==> config.mk <==
export PLATFORM = sky130hd
export DESIGN_NAME = cwg_ctrl
export DESIGN_NICKNAME = d
export VERILOG_FILES = /design/src/logic/cwg_pkg.sv /design/src/logic/cwg_ctrl.sv
export SDC_FILE = /design/constraint.sdc
export NUM_CORES = 1
export LEC_CHECK = 0
export BUFFER_PORTS_ARGS = -buffer_cell sky130_fd_sc_hd__buf_2
export CAP_MARGIN = 20
export CORE_MARGIN = 2
export CORE_UTILIZATION = 54
export CTS_BUF_LIST = sky130_fd_sc_hd__clkbuf_4 sky130_fd_sc_hd__clkbuf_8
export CTS_CLUSTER_DIAMETER = 60
export DETAILED_ROUTE_END_ITERATION = 10
export PLACE_DENSITY = 0.8
export SYNTH_ARGS = -nofsm -noshare
export SYNTH_HDL_FRONTEND = slang
export SYNTH_SLANG_ARGS = --single-unit
==> constraint.sdc <==
create_clock -name core_clk -period 3.74 [get_ports core_clk]
set_input_delay 0.187 -clock core_clk [delete_from_list [all_inputs] [get_ports core_clk]]
set_output_delay 0.187 -clock core_clk [all_outputs]
set_load 0.01 [all_outputs]
==> src/logic/cwg_pkg.sv <==
// Package for the complementary waveform controller: map, fields, resets, modes
package cwg_pkg;
  // ****************************************************************
  // Register byte addresses (Avalon word aligned)
  // ****************************************************************
  localparam logic [4:0] ADDR_CTRL0   = 5'h00;
  localparam logic [4:0] ADDR_CTRL1   = 5'h04;
  localparam logic [4:0] ADDR_RISE_DB = 5'h08;
  localparam logic [4:0] ADDR_FALL_DB = 5'h0C;
  localparam logic [4:0] ADDR_SHDN0   = 5'h10;
  localparam logic [4:0] ADDR_IRQ_ST  = 5'h14;
  localparam logic [4:0] ADDR_IRQ_EN  = 5'h18;
  localparam logic [4:0] ADDR_IRQ_CLR = 5'h1C;
  // ****************************************************************
  // Field positions
  // ****************************************************************
  localparam int BIT_EN       = 7;
  localparam int BIT_LOAD     = 6;
  localparam int BIT_IN       = 5;
  localparam int BIT_SHDN     = 7;
  localparam int BIT_REN      = 6;
  localparam int LSB_OVR_BD   = 4;
  localparam int LSB_OVR_AC   = 2;
  localparam int IRQ_SHDN     = 0;
  localparam int IRQ_RESTART  = 1;
  localparam int IRQ_LOADED   = 2;
  // ****************************************************************
  // Reset values and codes
  // ****************************************************************
  localparam logic [1:0] OVR_RESET    = 2'h1;
  localparam logic [1:0] OVR_HIGH     = 2'h3;
  localparam logic [1:0] OVR_LOW      = 2'h2;
  localparam logic [1:0] OVR_TRI      = 2'h1;
  localparam logic [5:0] DB_RESET     = 6'h00;
  localparam int DB_W = 6;
  typedef enum logic [2:0] {
    CWG_MODE_STEER  = 3'b000,
    CWG_MODE_SSTEER = 3'b001,
    CWG_MODE_FWD    = 3'b010,
    CWG_MODE_REV    = 3'b011,
    CWG_MODE_HALF   = 3'b100,
    CWG_MODE_PP     = 3'b101
  } cwg_mode_e;
endpackage : cwg_pkg

==> src/logic/cwg_ctrl.sv <==
// Control, status and output logic of the complementary waveform controller
`timescale 1ns/1ps
`default_nettype none
// Operation
// - ctrl0 bit7 enables generator, resets zero
// - load strobe transfers buffers at edge, self-clears
// - load ignored unless already enabled
// - 3-bit mode selects output drive pattern
// - ctrl1 bits3..0 invert outputs D,C,B,A
// - 6-bit rising dead-band count, kept on reset
// - 6-bit falling dead-band count, kept on reset
// - shutdown status bit7 set while shut down
// - bit6 auto-restart; else software clears shutdown
// - B/D override: high, low, tri, inactive
// - A/C override same codes, reset 01
// - shutdown bit writable while disabled
// - overrides hold until next input rising edge
// - unimplemented bits read zero, ignore writes
// - auto-restart clears when sources all low
// - software clear only when sources low
// - active shutdown input blocks clearing
module cwg_ctrl #(
  parameter int NUM_SRC = 7
) (
  // Clock and reset
  input  wire logic                  core_clk,
  input  wire logic                  srst,
  // Avalon-MM slave
  input  wire logic [4:0]            avs_address,
  input  wire logic                  avs_read,
  input  wire logic                  avs_write,
  input  wire logic [31:0]           avs_writedata,
  output logic      [31:0]           avs_readdata,
  output logic                       avs_waitrequest,
  // Input waveform and active-high fault sources (already selected)
  input  wire logic                  wave_in,
  input  wire logic [NUM_SRC-1:0]    shdn_src,
  // Outputs with enables
  output logic      [3:0]            out_abcd,
  output logic      [3:0]            out_abcd_oe,
  // Interrupt
  output logic                       irq
);
  import cwg_pkg::*;

  // ****************************************************************
  // Parameter check
  // ****************************************************************
  // One OR level over the sources; sixteen keeps that path short
  generate
    if (NUM_SRC < 1 || NUM_SRC > 16) begin : g_bad_num_src
      $error("NUM_SRC out of range");
    end
  endgenerate

  // ****************************************************************
  // Register state
  // ****************************************************************
  logic            en_q, load_q, shdn_q, ren_q;
  logic [2:0]      mode_q, mode_act_q;
  logic [3:0]      pol_q, pol_act_q;
  logic [5:0]      rdb_q, fdb_q, rdb_act_q, fdb_act_q;
  logic [1:0]      ovr_bd_q, ovr_ac_q;
  logic [2:0]      ist_q, ien_q;
  logic            hold_q;
  logic            rd_pend_q;
  logic [7:0]      rdata_q;
  logic            in_s1_q, in_s2_q, in_s3_q;
  logic [NUM_SRC-1:0] src_s1_q, src_s2_q;
  logic [5:0]      db_cnt_q;
  logic            data_q;
  logic [3:0]      out_q, oe_q;

  // ****************************************************************
  // Synchronisers: first stage read only by second
  // ****************************************************************
  always_ff @(posedge core_clk) begin
    in_s1_q  <= wave_in;
    in_s2_q  <= in_s1_q;
    in_s3_q  <= in_s2_q;
    src_s1_q <= shdn_src;
    src_s2_q <= src_s1_q;
  end

  // Edge and fault decode
  wire rise_ev   = in_s2_q & ~in_s3_q;
  wire fall_ev   = ~in_s2_q & in_s3_q;
  wire src_any   = |src_s2_q;
  wire wr_hit    = avs_write;
  wire wr_ctrl0  = wr_hit && (avs_address == ADDR_CTRL0);
  wire wr_ctrl1  = wr_hit && (avs_address == ADDR_CTRL1);
  wire wr_rdb    = wr_hit && (avs_address == ADDR_RISE_DB);
  wire wr_fdb    = wr_hit && (avs_address == ADDR_FALL_DB);
  wire wr_shdn   = wr_hit && (avs_address == ADDR_SHDN0);
  wire wr_ien    = wr_hit && (avs_address == ADDR_IRQ_EN);
  wire wr_iclr   = wr_hit && (avs_address == ADDR_IRQ_CLR);
  wire [7:0] wd  = avs_writedata[7:0];
  // Load request only counts when already enabled before this write
  wire load_set  = wr_ctrl0 && wd[BIT_LOAD] && en_q;
  wire load_do   = load_q && (rise_ev || fall_ev);
  // Shutdown entry: a live fault source or software writing a one
  wire shdn_set  = src_any || (wr_shdn && wd[BIT_SHDN]);
  // Software clear only succeeds with no fault present
  wire sw_clr    = wr_shdn && !wd[BIT_SHDN] && !src_any;
  wire auto_clr  = ren_q && !src_any;
  wire shdn_d    = shdn_set ? 1'b1 : ((sw_clr || auto_clr) ? 1'b0 : shdn_q);
  wire shdn_fall = shdn_q && !shdn_d;

  // ****************************************************************
  // Control registers
  // ****************************************************************
  always_ff @(posedge core_clk) begin
    if (srst) begin
      en_q     <= 1'b0;
      mode_q   <= 3'h0;
      pol_q    <= 4'h0;
      ren_q    <= 1'b0;
      ovr_bd_q <= OVR_RESET;
      ovr_ac_q <= OVR_RESET;
      ien_q    <= 3'h0;
    end else begin
      if (wr_ctrl0) en_q <= wd[BIT_EN];
      if (wr_ctrl0) mode_q <= wd[2:0];
      if (wr_ctrl1) pol_q <= wd[3:0];
      if (wr_shdn) ren_q <= wd[BIT_REN];
      if (wr_shdn) ovr_bd_q <= wd[LSB_OVR_BD +: 2];
      if (wr_shdn) ovr_ac_q <= wd[LSB_OVR_AC +: 2];
      if (wr_ien) ien_q <= wd[2:0];
    end
  end

  // Dead-band counts survive reset, so no reset branch
  always_ff @(posedge core_clk) begin
    if (wr_rdb) rdb_q <= wd[5:0];
    if (wr_fdb) fdb_q <= wd[5:0];
  end

  // Strobe, shutdown and hold state
  always_ff @(posedge core_clk) begin
    if (srst) begin
      load_q <= 1'b0;
      shdn_q <= 1'b0;
      hold_q <= 1'b0;
    end else begin
      load_q <= load_set ? 1'b1 : (load_do ? 1'b0 : load_q);
      shdn_q <= shdn_d;
      // Overrides stay until the first rising edge after release
      if (shdn_d) hold_q <= 1'b1;
      else if (rise_ev && !shdn_fall) hold_q <= 1'b0;
    end
  end

  // Active copies track the live registers while disabled, then change only at a load
  always_ff @(posedge core_clk) begin
    if (srst) begin
      mode_act_q <= 3'h0;
      pol_act_q  <= 4'h0;
      rdb_act_q  <= DB_RESET;
      fdb_act_q  <= DB_RESET;
    end else if (load_do || !en_q) begin
      mode_act_q <= mode_q;
      pol_act_q  <= pol_q;
      rdb_act_q  <= rdb_q;
      fdb_act_q  <= fdb_q;
    end
  end

  // ****************************************************************
  // Interrupt status: set wins over clear
  // ****************************************************************
  // Named events; a clear in the cycle of an event leaves the event standing
  wire       ev_shdn_in  = !shdn_q && shdn_d;
  wire       ev_shdn_out = shdn_fall;
  wire       ev_loaded   = load_do;
  wire [2:0] ev_vec      = {ev_loaded, ev_shdn_out, ev_shdn_in};
  wire [2:0] clr_vec     = wr_iclr ? wd[2:0] : 3'h0;
  always_ff @(posedge core_clk) begin
    if (srst) ist_q <= 3'h0;
    else ist_q <= ev_vec | (ist_q & ~clr_vec);
  end
  assign irq = |(ist_q & ien_q);

  // ****************************************************************
  // Dead-band timer: count of generator clock periods
  // ****************************************************************
  always_ff @(posedge core_clk) begin
    if (srst) begin
      db_cnt_q <= 6'h00;
      data_q   <= 1'b0;
    end else if (rise_ev) begin
      db_cnt_q <= rdb_act_q;
      data_q   <= 1'b1;
    end else if (fall_ev) begin
      db_cnt_q <= fdb_act_q;
      data_q   <= 1'b0;
    end else if (db_cnt_q != 6'h00) begin
      db_cnt_q <= db_cnt_q - 6'h01;
    end
  end
  wire db_busy = (db_cnt_q != 6'h00) || rise_ev || fall_ev;

  // ****************************************************************
  // Output pattern per mode
  // ****************************************************************
  logic [3:0] raw;
  always_comb begin
    raw = 4'h0;
    case (mode_act_q)
      CWG_MODE_STEER, CWG_MODE_SSTEER: raw = {4{data_q}};
      CWG_MODE_FWD:  raw = {data_q, 1'b0, 1'b0, 1'b1};
      CWG_MODE_REV:  raw = {1'b0, 1'b1, data_q, 1'b0};
      CWG_MODE_HALF: raw = {!data_q && !db_busy, data_q && !db_busy,
                            !data_q && !db_busy, data_q && !db_busy};
      CWG_MODE_PP:   raw = {!data_q, data_q, !data_q, data_q};
      default:       raw = 4'h0;
    endcase
  end

  // Per-pin override selection; generate over the four outputs
  wire [3:0] act_n = raw ^ pol_act_q;
  genvar gi;
  generate
    for (gi = 0; gi < 4; gi++) begin : g_pin
      wire [1:0] ov = (gi % 2 == 1) ? ovr_bd_q : ovr_ac_q; // Odd pins are B and D
      wire inact = pol_act_q[gi];
      always_ff @(posedge core_clk) begin
        if (srst) begin
          out_q[gi] <= 1'b0;
          oe_q[gi]  <= 1'b0;
        end else if (!en_q && !shdn_q) begin
          out_q[gi] <= 1'b0;
          oe_q[gi]  <= 1'b0;
        end else if (hold_q || shdn_q) begin
          out_q[gi] <= (ov == OVR_HIGH) ? 1'b1 : ((ov == OVR_LOW) ? 1'b0 : inact);
          oe_q[gi]  <= (ov != OVR_TRI);
        end else begin
          out_q[gi] <= act_n[gi];
          oe_q[gi]  <= 1'b1;
        end
      end
    end
  endgenerate
  // Pins come straight from flops so no decode glitch reaches a gate driver
  assign out_abcd    = out_q;
  assign out_abcd_oe = oe_q;

  // ****************************************************************
  // Avalon read: one wait state, answer registered
  // ****************************************************************
  logic [7:0] rmux;
  always_comb begin
    rmux = 8'h00;
    case (avs_address)
      ADDR_CTRL0:   rmux = {en_q, load_q, 3'h0, mode_q};
      ADDR_CTRL1:   rmux = {2'h0, in_s2_q, 1'b0, pol_q};
      ADDR_RISE_DB: rmux = {2'h0, rdb_q};
      ADDR_FALL_DB: rmux = {2'h0, fdb_q};
      ADDR_SHDN0:   rmux = {shdn_q, ren_q, ovr_bd_q, ovr_ac_q, 2'h0};
      ADDR_IRQ_ST:  rmux = {5'h00, ist_q};
      ADDR_IRQ_EN:  rmux = {5'h00, ien_q};
      default:      rmux = 8'h00;
    endcase
  end
  always_ff @(posedge core_clk) begin
    if (srst) begin
      rd_pend_q <= 1'b0;
      rdata_q   <= 8'h00;
    end else begin
      rd_pend_q <= avs_read && !rd_pend_q;
      rdata_q   <= rmux;
    end
  end
  // Writes never wait; a read waits one cycle so its answer comes from a flop
  assign avs_waitrequest = avs_read && !rd_pend_q;
  assign avs_readdata    = {24'h000000, rdata_q};

  // ****************************************************************
  // Assertions
  // ****************************************************************
  chk_load_gate: assert property (@(posedge core_clk) disable iff (srst)
    (!load_q && !en_q) |=> !load_q) else $error("load set while disabled");
  chk_load_clear: assert property (@(posedge core_clk) disable iff (srst)
    (load_q && (rise_ev || fall_ev)) |=> !load_q) else $error("load not cleared");
  chk_shdn_fault: assert property (@(posedge core_clk) disable iff (srst)
    src_any |=> shdn_q) else $error("fault did not hold shutdown");
  chk_auto_restart: assert property (@(posedge core_clk) disable iff (srst)
    (shdn_q && ren_q && !src_any && !wr_shdn) |=> !shdn_q) else $error("no auto restart");
  chk_sw_hold: assert property (@(posedge core_clk) disable iff (srst)
    (shdn_q && !ren_q && !wr_shdn && !src_any) |=> shdn_q) else $error("shutdown lost");
  chk_hold_edge: assert property (@(posedge core_clk) disable iff (srst)
    ($fell(shdn_q) && !rise_ev) |=> hold_q) else $error("override released early");
  chk_tri_pin: assert property (@(posedge core_clk) disable iff (srst)
    (shdn_q && ovr_bd_q == OVR_TRI) |=> !oe_q[1]) else $error("pin B not tristated");
  chk_db_count: assert property (@(posedge core_clk) disable iff (srst)
    (db_cnt_q == 6'h02 && !rise_ev && !fall_ev) |=> db_cnt_q == 6'h01) else $error("dead band");
  chk_rd_wait: assert property (@(posedge core_clk) disable iff (srst)
    (avs_read && !rd_pend_q) |=> !avs_waitrequest) else $error("read stalled");
  // Software shutdown must win, disabled or not
  chk_sw_set: assert property (@(posedge core_clk) disable iff (srst)
    (wr_shdn && wd[BIT_SHDN]) |=> shdn_q) else $error("software shutdown lost");
  // A software zero with no fault present takes effect at once
  chk_sw_clear: assert property (@(posedge core_clk) disable iff (srst)
    (wr_shdn && !wd[BIT_SHDN] && !src_any) |=> !shdn_q) else $error("software clear refused");
  // The first rising edge with no shutdown pending ends the hold
  chk_hold_end: assert property (@(posedge core_clk) disable iff (srst)
    (rise_ev && !shdn_q && !shdn_d) |=> !hold_q) else $error("override kept after edge");
  // Disabled and not shut down: nothing is driven onto the bridge
  chk_idle_off: assert property (@(posedge core_clk) disable iff (srst)
    (!en_q && !shdn_q) |=> (oe_q == 4'h0)) else $error("pins driven while disabled");
  // Drive-high override on the B/D pair
  chk_ovr_high: assert property (@(posedge core_clk) disable iff (srst)
    (shdn_q && ovr_bd_q == OVR_HIGH) |=> (out_q[1] && out_q[3])) else $error("B/D not high");
  // Tri-state override on the A/C pair releases both pins
  chk_tri_ac: assert property (@(posedge core_clk) disable iff (srst)
    (shdn_q && ovr_ac_q == OVR_TRI) |=> (!oe_q[0] && !oe_q[2])) else $error("A/C still driven");
  // A load copies the buffered polarity into the active set
  chk_load_copy: assert property (@(posedge core_clk) disable iff (srst)
    load_do |=> (pol_act_q == $past(pol_q))) else $error("buffers not loaded");
  // Dead-band counter starts from the active rising count after a rising edge
  chk_db_start: assert property (@(posedge core_clk) disable iff (srst)
    rise_ev |=> (db_cnt_q == $past(rdb_act_q))) else $error("dead band start");
  // Input status bit shows the synchronised level, not the raw pin
  chk_in_level: assert property (@(posedge core_clk) disable iff (srst)
    (avs_read && avs_address == ADDR_CTRL1) |=> (avs_readdata[BIT_IN] == $past(in_s2_q)))
    else $error("input level wrong");
  // Unmapped addresses read back as zero
  chk_unmapped_rd: assert property (@(posedge core_clk) disable iff (srst)
    (avs_read && avs_address[1:0] != 2'h0) |=> (avs_readdata == 32'h00000000))
    else $error("unmapped read not zero");
  // A clear in the event cycle must not swallow the event
  chk_irq_set: assert property (@(posedge core_clk) disable iff (srst)
    ev_shdn_in |=> ist_q[IRQ_SHDN]) else $error("interrupt event lost");
  // ****************************************************************
  // Coverage of the main scenarios
  // ****************************************************************
  cov_shutdown: cover property (@(posedge core_clk) $rose(shdn_q));
  cov_restart:  cover property (@(posedge core_clk) $fell(hold_q));
  cov_load:     cover property (@(posedge core_clk) load_do);
  cov_deadband: cover property (@(posedge core_clk) db_cnt_q == 6'h01);
  cov_irq:      cover property (@(posedge core_clk) $rose(irq));
endmodule : cwg_ctrl
`default_nettype wire

Word-level counts from Yosys, hierarchy flattened
Index checks and enable logic that the tools add are counted.

Input bits: 49. Output and inout port bits: 42. Flip-flop bits (word level): 92. Logic and storage cells: 136.

Add/sub/neg operators: 1. Mux-type cells: 28. Bitwise gates (word level): 9. Equality and inequality tests: 18. Reduce and logical (&&, ||, !) cells: 48.

Operator list (number): $pmux 8 s7 (1); $mux 1 (22); $logic_and 1x1->1 (21); $eq 5x5->1 const B (4); $pmux 4 s5 (1); $mux 6 (3); $eq 5x4->1 const B (2); $logic_not 1->1 (9); $eq 2x2->1 const B (4); $logic_or 1x1->1 (7); $reduce_or 7->1 (1); $and 3x3->3 (2); $eq 3x2->1 const B (2); $eq 3x3->1 const B (2); $reduce_bool 2->1 (3); $reduce_bool 6->1 (1); $sub 6x1->6 const B (1); $eq 5x3->1 const B (1); $logic_not 5->1 (1); $ne 2x1->1 const B (2); $reduce_or 2->1 (2); $xor 4x4->4 (1); $eq 3x1->1 const B (1); $logic_not 3->1 (1); 7 further kinds (9).

Logic depth before layout (Yosys ltp)
Word-level depth: 13. Depth in mapped cells: 8.

Worst setup path after synthesis
No wires, ideal clock.

Kind: reg-to-reg. Start point: register in_s3_q. End point: register out_q[1], in the netlist out_abcd[1]. Path buffers: 0. Stages on the path, launching flop included: 7. Arrival: 1.567 ns. Setup slack: 2.053 ns. Data required time: 3.620 ns. Library setup time: 0.120 ns. Cells stage by stage: dfxtp_1 inv_1 ha_1 nor4b_4 nand4_1 a31o_2 a211o_1.

Longest elaborated chain between the ends: 9. Elaborated cells between the ends (all ways): 10. Classes of those cells: 2 x mux; 4 x bitwise; 4 x reduce/logical.

Ends and longest elaborated chain: from (decl) (line cwg_ctrl.sv:68) `logic in_s1_q, in_s2_q, in_s3_q;`; from (signal assigned) (line cwg_ctrl.sv:80) `in_s3_q <= in_s2_q;`; $not 1->1 (line cwg_ctrl.sv:86) `wire rise_ev = in_s2_q & ~in_s3_q;`; $and 1x1->1 (line cwg_ctrl.sv:86); named net rise_ev (line cwg_ctrl.sv:86); $logic_or 1x1->1 (2 in a row) (line cwg_ctrl.sv:200) `wire db_busy = (db_cnt_q != 6'h00) || rise_ev || fall_ev;`; $logic_not 1->1 (line cwg_ctrl.sv:213) `!data_q && !db_busy, data_q && !db_busy};`; $logic_and 1x1->1 (line cwg_ctrl.sv:213); $pmux 4 s5 (line cwg_ctrl.sv:208) `case (mode_act_q)`; $xor 4x4->4 (line cwg_ctrl.sv:220) `wire [3:0] act_n = raw ^ pol_act_q;`; $mux 1 (line cwg_ctrl.sv:233) `end else if (hold_q || shdn_q) begin`; to (signal, indexed assignment) (line cwg_ctrl.sv:234) `out_q[gi] <= (ov == OVR_HIGH) ? 1'b1 : ((ov == OVR_LOW) ? 1'b0 : inact);`; to (signal, indexed assignment) (line cwg_ctrl.sv:237) `out_q[gi] <= act_n[gi];`; to (decl) (line cwg_ctrl.sv:72) `logic [3:0] out_q, oe_q;`.

The timed path passes the listed nets, and every way through them passes these cells. A chain may end at the register's enable or synchronous reset.

Worst setup path in the final report
Start point: register in_s2_q. End point: register out_q[1], in the netlist out_abcd[1].

Longest elaborated chain between the ends: 8. Elaborated cells between the ends (all ways): 10. Classes of those cells: 2 x mux; 4 x bitwise; 4 x reduce/logical.

Ends and longest elaborated chain: from (decl) (line cwg_ctrl.sv:68); from (signal assigned) (line cwg_ctrl.sv:79) `in_s2_q <= in_s1_q;`; $and 1x1->1 or $not 1->1 (tied branches) (line cwg_ctrl.sv:86, cwg_ctrl.sv:87); $logic_or 1x1->1 or $and 1x1->1 (tied branches) (line cwg_ctrl.sv:200, cwg_ctrl.sv:87); $logic_or 1x1->1 (*) (line cwg_ctrl.sv:200); $logic_not 1->1 (*) (line cwg_ctrl.sv:213); $logic_and 1x1->1 (*) (line cwg_ctrl.sv:213); $pmux 4 s5 (*) (line cwg_ctrl.sv:208); $xor 4x4->4 (*) (line cwg_ctrl.sv:220); $mux 1 (*) (line cwg_ctrl.sv:233).

Every way passes the cells marked *; elsewhere a longest branch is shown, timed or not.

==> results_tabular.tex <==
\begin{tabular}{lr}
\hline
Metric & Value \\
\hline
\multicolumn{2}{l}{\textbf{Layout}} \\
Diodes inserted & 0 \\
Area growth from synthesis to layout & 10.2\% \\
Number of fillers in the final layout & 609 \\
Share of final-layout standard cells stronger than drive strength 1 & 0.158 \\
Final net count & 510 \\
\multicolumn{2}{l}{\textbf{Timing}} \\
Tightest Pin Transition & 0.668 ns \\
Final Hold Vio Count & 0 \\
Fin. max-slew vios & 0 \\
Unrepaired setup endpoints after global routing & no \\
Final-report setup violation count & 0 \\
Layout Skew & 0.00938 ns \\
Final period util & 0.536 \\
Worst relative slew slack & 0.555 \\
Period minus WS final & 2.01 ns \\
Maximum frequency from static timing analysis & 0.499 GHz \\
Final TNS setup & 0 ns \\
\multicolumn{2}{l}{\textbf{Clocking}} \\
CTS clock-pin slew for the worst setup and hold paths & 0.10 ns \\
Number of post-CTS setup repair buffers & 0 \\
Clock tree from TritonCTS & built \\
Quantity of gates resized following cts & 0 \\
CTS Root Buffer Type & sky130\_fd\_sc\_hd\_\_clkbuf\_8 \\
Number of clock buffers inserted by TritonCTS & 9 \\
Clock latency at the later pin of the worst-skew pair & 0.36 ns \\
Maximum buffer depth of the clock tree & 2 \\
Clk sink count & 92 \\
H-Tree Level Count & 3 \\
\multicolumn{2}{l}{\textbf{Power and ir drop}} \\
Overall Power & 1.89 mW \\
Total leakage power & 1.79 nW \\
Maximum ir drop on the vdd rail & 0.330 mV \\
Power density normalized to cell area & 439 nW/um\^{}2 \\
\multicolumn{2}{l}{\textbf{Worst setup path}} \\
Endpoint class of the critical path & flop \\
Capturing point of the worst reg2reg path & out\_abcd[1]\$\_SDFF\_PP0\_ \\
Crit-path cells & inv\_1, ha\_1, nor4b\_4, nand4\_1, a31o\_2, a211o\_1 \\
Arrival time at the worst endpoint & 2.26 ns \\
Critical path startpoint category & flop \\
Setup slack, reg-to-reg & 1.73 ns \\
CP startpoint & in\_s2\_q\$\_DFF\_P\_ \\
CP Capture Point & out\_abcd[1]\$\_SDFF\_PP0\_ \\
CP Max Fanout & 13 \\
Worst flop-to-flop path startpoint & in\_s2\_q\$\_DFF\_P\_ \\
Worst Path Required & 3.99 ns \\
Number of cells traversed by the worst register-to-register path & 6 \\
Slowest cell on the critical path & sky130\_fd\_sc\_hd\_\_dfxtp\_1 \\
Biggest cell delay along the critical path & 0.38 ns \\
Worst setup path class & reg -> reg \\
\multicolumn{2}{l}{\textbf{Drt}} \\
DRC errors left & 0 \\
First-pass iteration count of the detailed router & 5 \\
Number of vias per cell & 5.44 \\
Drt wl/cell & 14.6 microns \\
Number of antenna-violating nets in the routed design & 0 \\
Total wirelength of the detailed-routed design & 8.14 mm \\
DR vias & 3033 \\
Initial detailed-routing violation count & 194 \\
\multicolumn{2}{l}{\textbf{Global routing}} \\
Number of global-route vias before repair & 2761 \\
Wire length of the first global-routing pass & 13.3 mm \\
GRT Overall Usage & 0.221 \\
Pin count of the biggest net entering global routing & 30 \\
Antenna violations before repair & 0 \\
Total global routing overflow & 0 \\
\multicolumn{2}{l}{\textbf{Synthesis}} \\
Proportion of synthesized chip area in sequential cells & 0.503 \\
Post-synthesis share of cell area spent on full adders, half adders and majority gates & 0.0128 \\
Synthesis warning total & 0 \\
Average size of a mapped cell & 9.29 sq um \\
Largest family of logic cells by synthesized area & simple AND/OR/NAND/NOR gates \\
Number of register bits inferred by synthesis & 92 \\
Synth area leader & sky130\_fd\_sc\_hd\_\_dfxtp\_1 \\
Main area contributors after synthesis & sky130\_fd\_sc\_hd\_\_dfxtp\_1 (41\%), sky130\_fd\_sc\_hd\_\_edfxtp\_1 (9.2\%), sky130\_fd\_sc\_hd\_\_nand2\_1 (5.9\%), sky130\_fd\_sc\_hd\_\_a21oi\_1 (5.5\%), sky130\_fd\_sc\_hd\_\_buf\_4 (5.4\%) \\
Post-synth top area share & 0.410 \\
Number of enable flip-flop cells after synthesis & 12 \\
Cell area after technology mapping & 3900 sq um \\
Count of different cell masters after synthesis & 49 \\
Compound-Gate Fraction of Synth Area & 0.146 \\
Fraction of synthesized area in multiplexers & 0.0449 \\
Top\_reg\_cell synth & sky130\_fd\_sc\_hd\_\_dfxtp\_1 \\
Async set-or-reset flop fraction in the synthesized netlist & 0 \\
Cell count after synthesis & 420 \\
Fraction of synthesized cell area in xor and xnor cells & 0.00897 \\
Share of synthesized cell area in and, or, nand and nor gates & 0.196 \\
\multicolumn{2}{l}{\textbf{Hold path}} \\
Worst hold path class & in -> reg \\
\multicolumn{2}{l}{\textbf{Floorplan}} \\
Boundary Pins & 91 \\
Die Area & 7930 sq um \\
Die Wd & 89.0 microns \\
Die H & 89.0 microns \\
Row Count & 30 \\
Core ar. & 6910 sq um \\
Starting density of the core & 0.565 \\
\multicolumn{2}{l}{\textbf{Run}} \\
Maxcap violations & 0 \\
\multicolumn{2}{l}{\textbf{Placement}} \\
Final estimated routing congestion in global placement & 0.914 \\
Quantity of I/O buffers inserted on ports & 42 \\
DP Wirelength & 5.84 mm \\
\multicolumn{2}{l}{\textbf{Outcome}} \\
Run status & complete, no violations \\
\hline
\end{tabular}
Yosys cell counts, types with 3 or more instances:
library cell,number
sky130_fd_sc_hd__and2_1,7
sky130_fd_sc_hd__a31oi_1,3
sky130_fd_sc_hd__nor3b_1,3
sky130_fd_sc_hd__a211o_1,5
sky130_fd_sc_hd__o211ai_1,3
sky130_fd_sc_hd__a211oi_1,7
sky130_fd_sc_hd__nor2_1,23
sky130_fd_sc_hd__xor2_1,3
sky130_fd_sc_hd__buf_2,5
sky130_fd_sc_hd__nand3_1,12
sky130_fd_sc_hd__buf_4,28
sky130_fd_sc_hd__ha_1,4
sky130_fd_sc_hd__clkbuf_1,13
sky130_fd_sc_hd__a22oi_1,8
sky130_fd_sc_hd__nand2b_1,3
sky130_fd_sc_hd__o21ai_0,11
sky130_fd_sc_hd__dfxtp_1,80
sky130_fd_sc_hd__mux2i_1,13
sky130_fd_sc_hd__edfxtp_1,12
sky130_fd_sc_hd__a222oi_1,4
sky130_fd_sc_hd__inv_1,14
sky130_fd_sc_hd__mux2_2,4
sky130_fd_sc_hd__nand4_1,3
sky130_fd_sc_hd__nand2_1,61
sky130_fd_sc_hd__a21oi_1,43
sky130_fd_sc_hd__nor3_1,10
sky130_fd_sc_hd__nor2b_1,10
worst min path at each step:
stage                           from                   to  slack [ns]  depth (start not counted)
floorplan                    wave_in      in_s1_q$_DFF_P_        0.21                          0
global placement         shdn_src[6]  src_s1_q[6]$_DFF_P_        0.29                          1
detailed placement       shdn_src[5]  src_s1_q[5]$_DFF_P_        0.29                          1
CTS                 avs_writedata[4]   fdb_q[4]$_DFFE_PP_        0.02                          1
global route        avs_writedata[4]   fdb_q[4]$_DFFE_PP_        0.03                          1
finish              avs_writedata[4]   fdb_q[4]$_DFFE_PP_        0.04                          1
logic make-up (layout without fill, tap and decap cells):
kind of cell             count (synthesis)  in the layout
AO/OA/AOI/OAI                           90             90
XOR/XNOR                                 4              4
adder cells (fa/ha/maj)                  4              4
buffers and inverters                   62             81
flip-flops                              92             92
multiplexers                            17             17
other                                    1             24
AND/OR/NAND/NOR                        150            150
placed cells by master (no fill, tap or decap), drive strengths merged, types with 3 or more instances in the layout:
master / instances
nand2b: 3
nand3: 12
conb: 24
a22oi: 8
nor4b: 3
edfxtp: 12
clkbuf: 10
xor2: 3
mux2: 4
nor2: 23
o211ai: 3
nor2b: 10
nor3b: 4
dlygate4sd3: 8
nand2: 61
a21oi: 43
o21ai: 11
nand4: 3
a211oi: 7
ha: 4
a222oi: 4
inv: 18
nor3: 11
dfxtp: 80
buf: 43
a31oi: 3
a211o: 5
mux2i: 13
and2: 7
cell type report:
type                            count  area (sq um)  area share
Clock buffer                       10           131      0.0305
Clock inverter                      6          53.8      0.0125
Inverter                           14          52.6      0.0122
Multi-Input combinational cell    289          1680       0.392
Sequential cell                    92          1960       0.456
Tap cell                           96           120      0.0279
Timing Repair Buffer               51           298      0.0692
registers in the layout, summed over array words and instances (netlist names), 2 cells and up:
register	count
src_s2_q	7
g_pin.ov	4
rdata_q	8
pol_q	4
pol_act_q	4
out_abcd	4
ien_q	3
rdb_act_q	6
db_cnt_q	6
mode_act_q	3
src_s1_q	7
rdb_q	6
fdb_q	6
out_abcd_oe	2
fdb_act_q	6
ist_q	3
mode_q	3
metal layers:
layer	up-vias	track usage	wire length [microns]	share of wire
li1	1485	-	-	-
met1	1429	0.282	3590	0.44
met2	109	0.371	3900	0.48
met3	10	0.0489	522	0.064
met4	0	0.0787	134	0.016
met5	-	0	0	0
worst max-delay path: cells and delay by family, from the launching register on:
kind,cells,cell delay (ns)
simple gates,2,0.53
fa+ha+maj,1,0.36
buf+inv,1,0.08
flops,1,0.38
compound gates,2,0.56
power breakdown:
part,switching (mW),internal (mW),total [mW]
Sequential,0.0249,1.03,1.06
Clock,0.363,0.262,0.625
Combinational,0.120,0.0852,0.205
per-stage QoR:
stage               hold WS (ns)  std cells  instance area, sq um  utilization  setup slack (ns)
floorplan                  0.215        443                  3990            -              2.05
global placement           0.290        534                  4040        0.584              1.76
detailed placement         0.291        534                  4040        0.584              1.77
CTS                       0.0193        558                  4300        0.623              1.75
global route              0.0342        558                  4300        0.623              1.55
finish                    0.0418        558                  4300        0.623              1.73
timing repair:
item | 4_1_cts | 5_1_grt
endpoints found under the setup margin | 0 | 0
hold buffers | 8 | 0
endpoints found under the hold margin | 8 | 0
No activity file was read; power rests on OpenSTA's default activity.
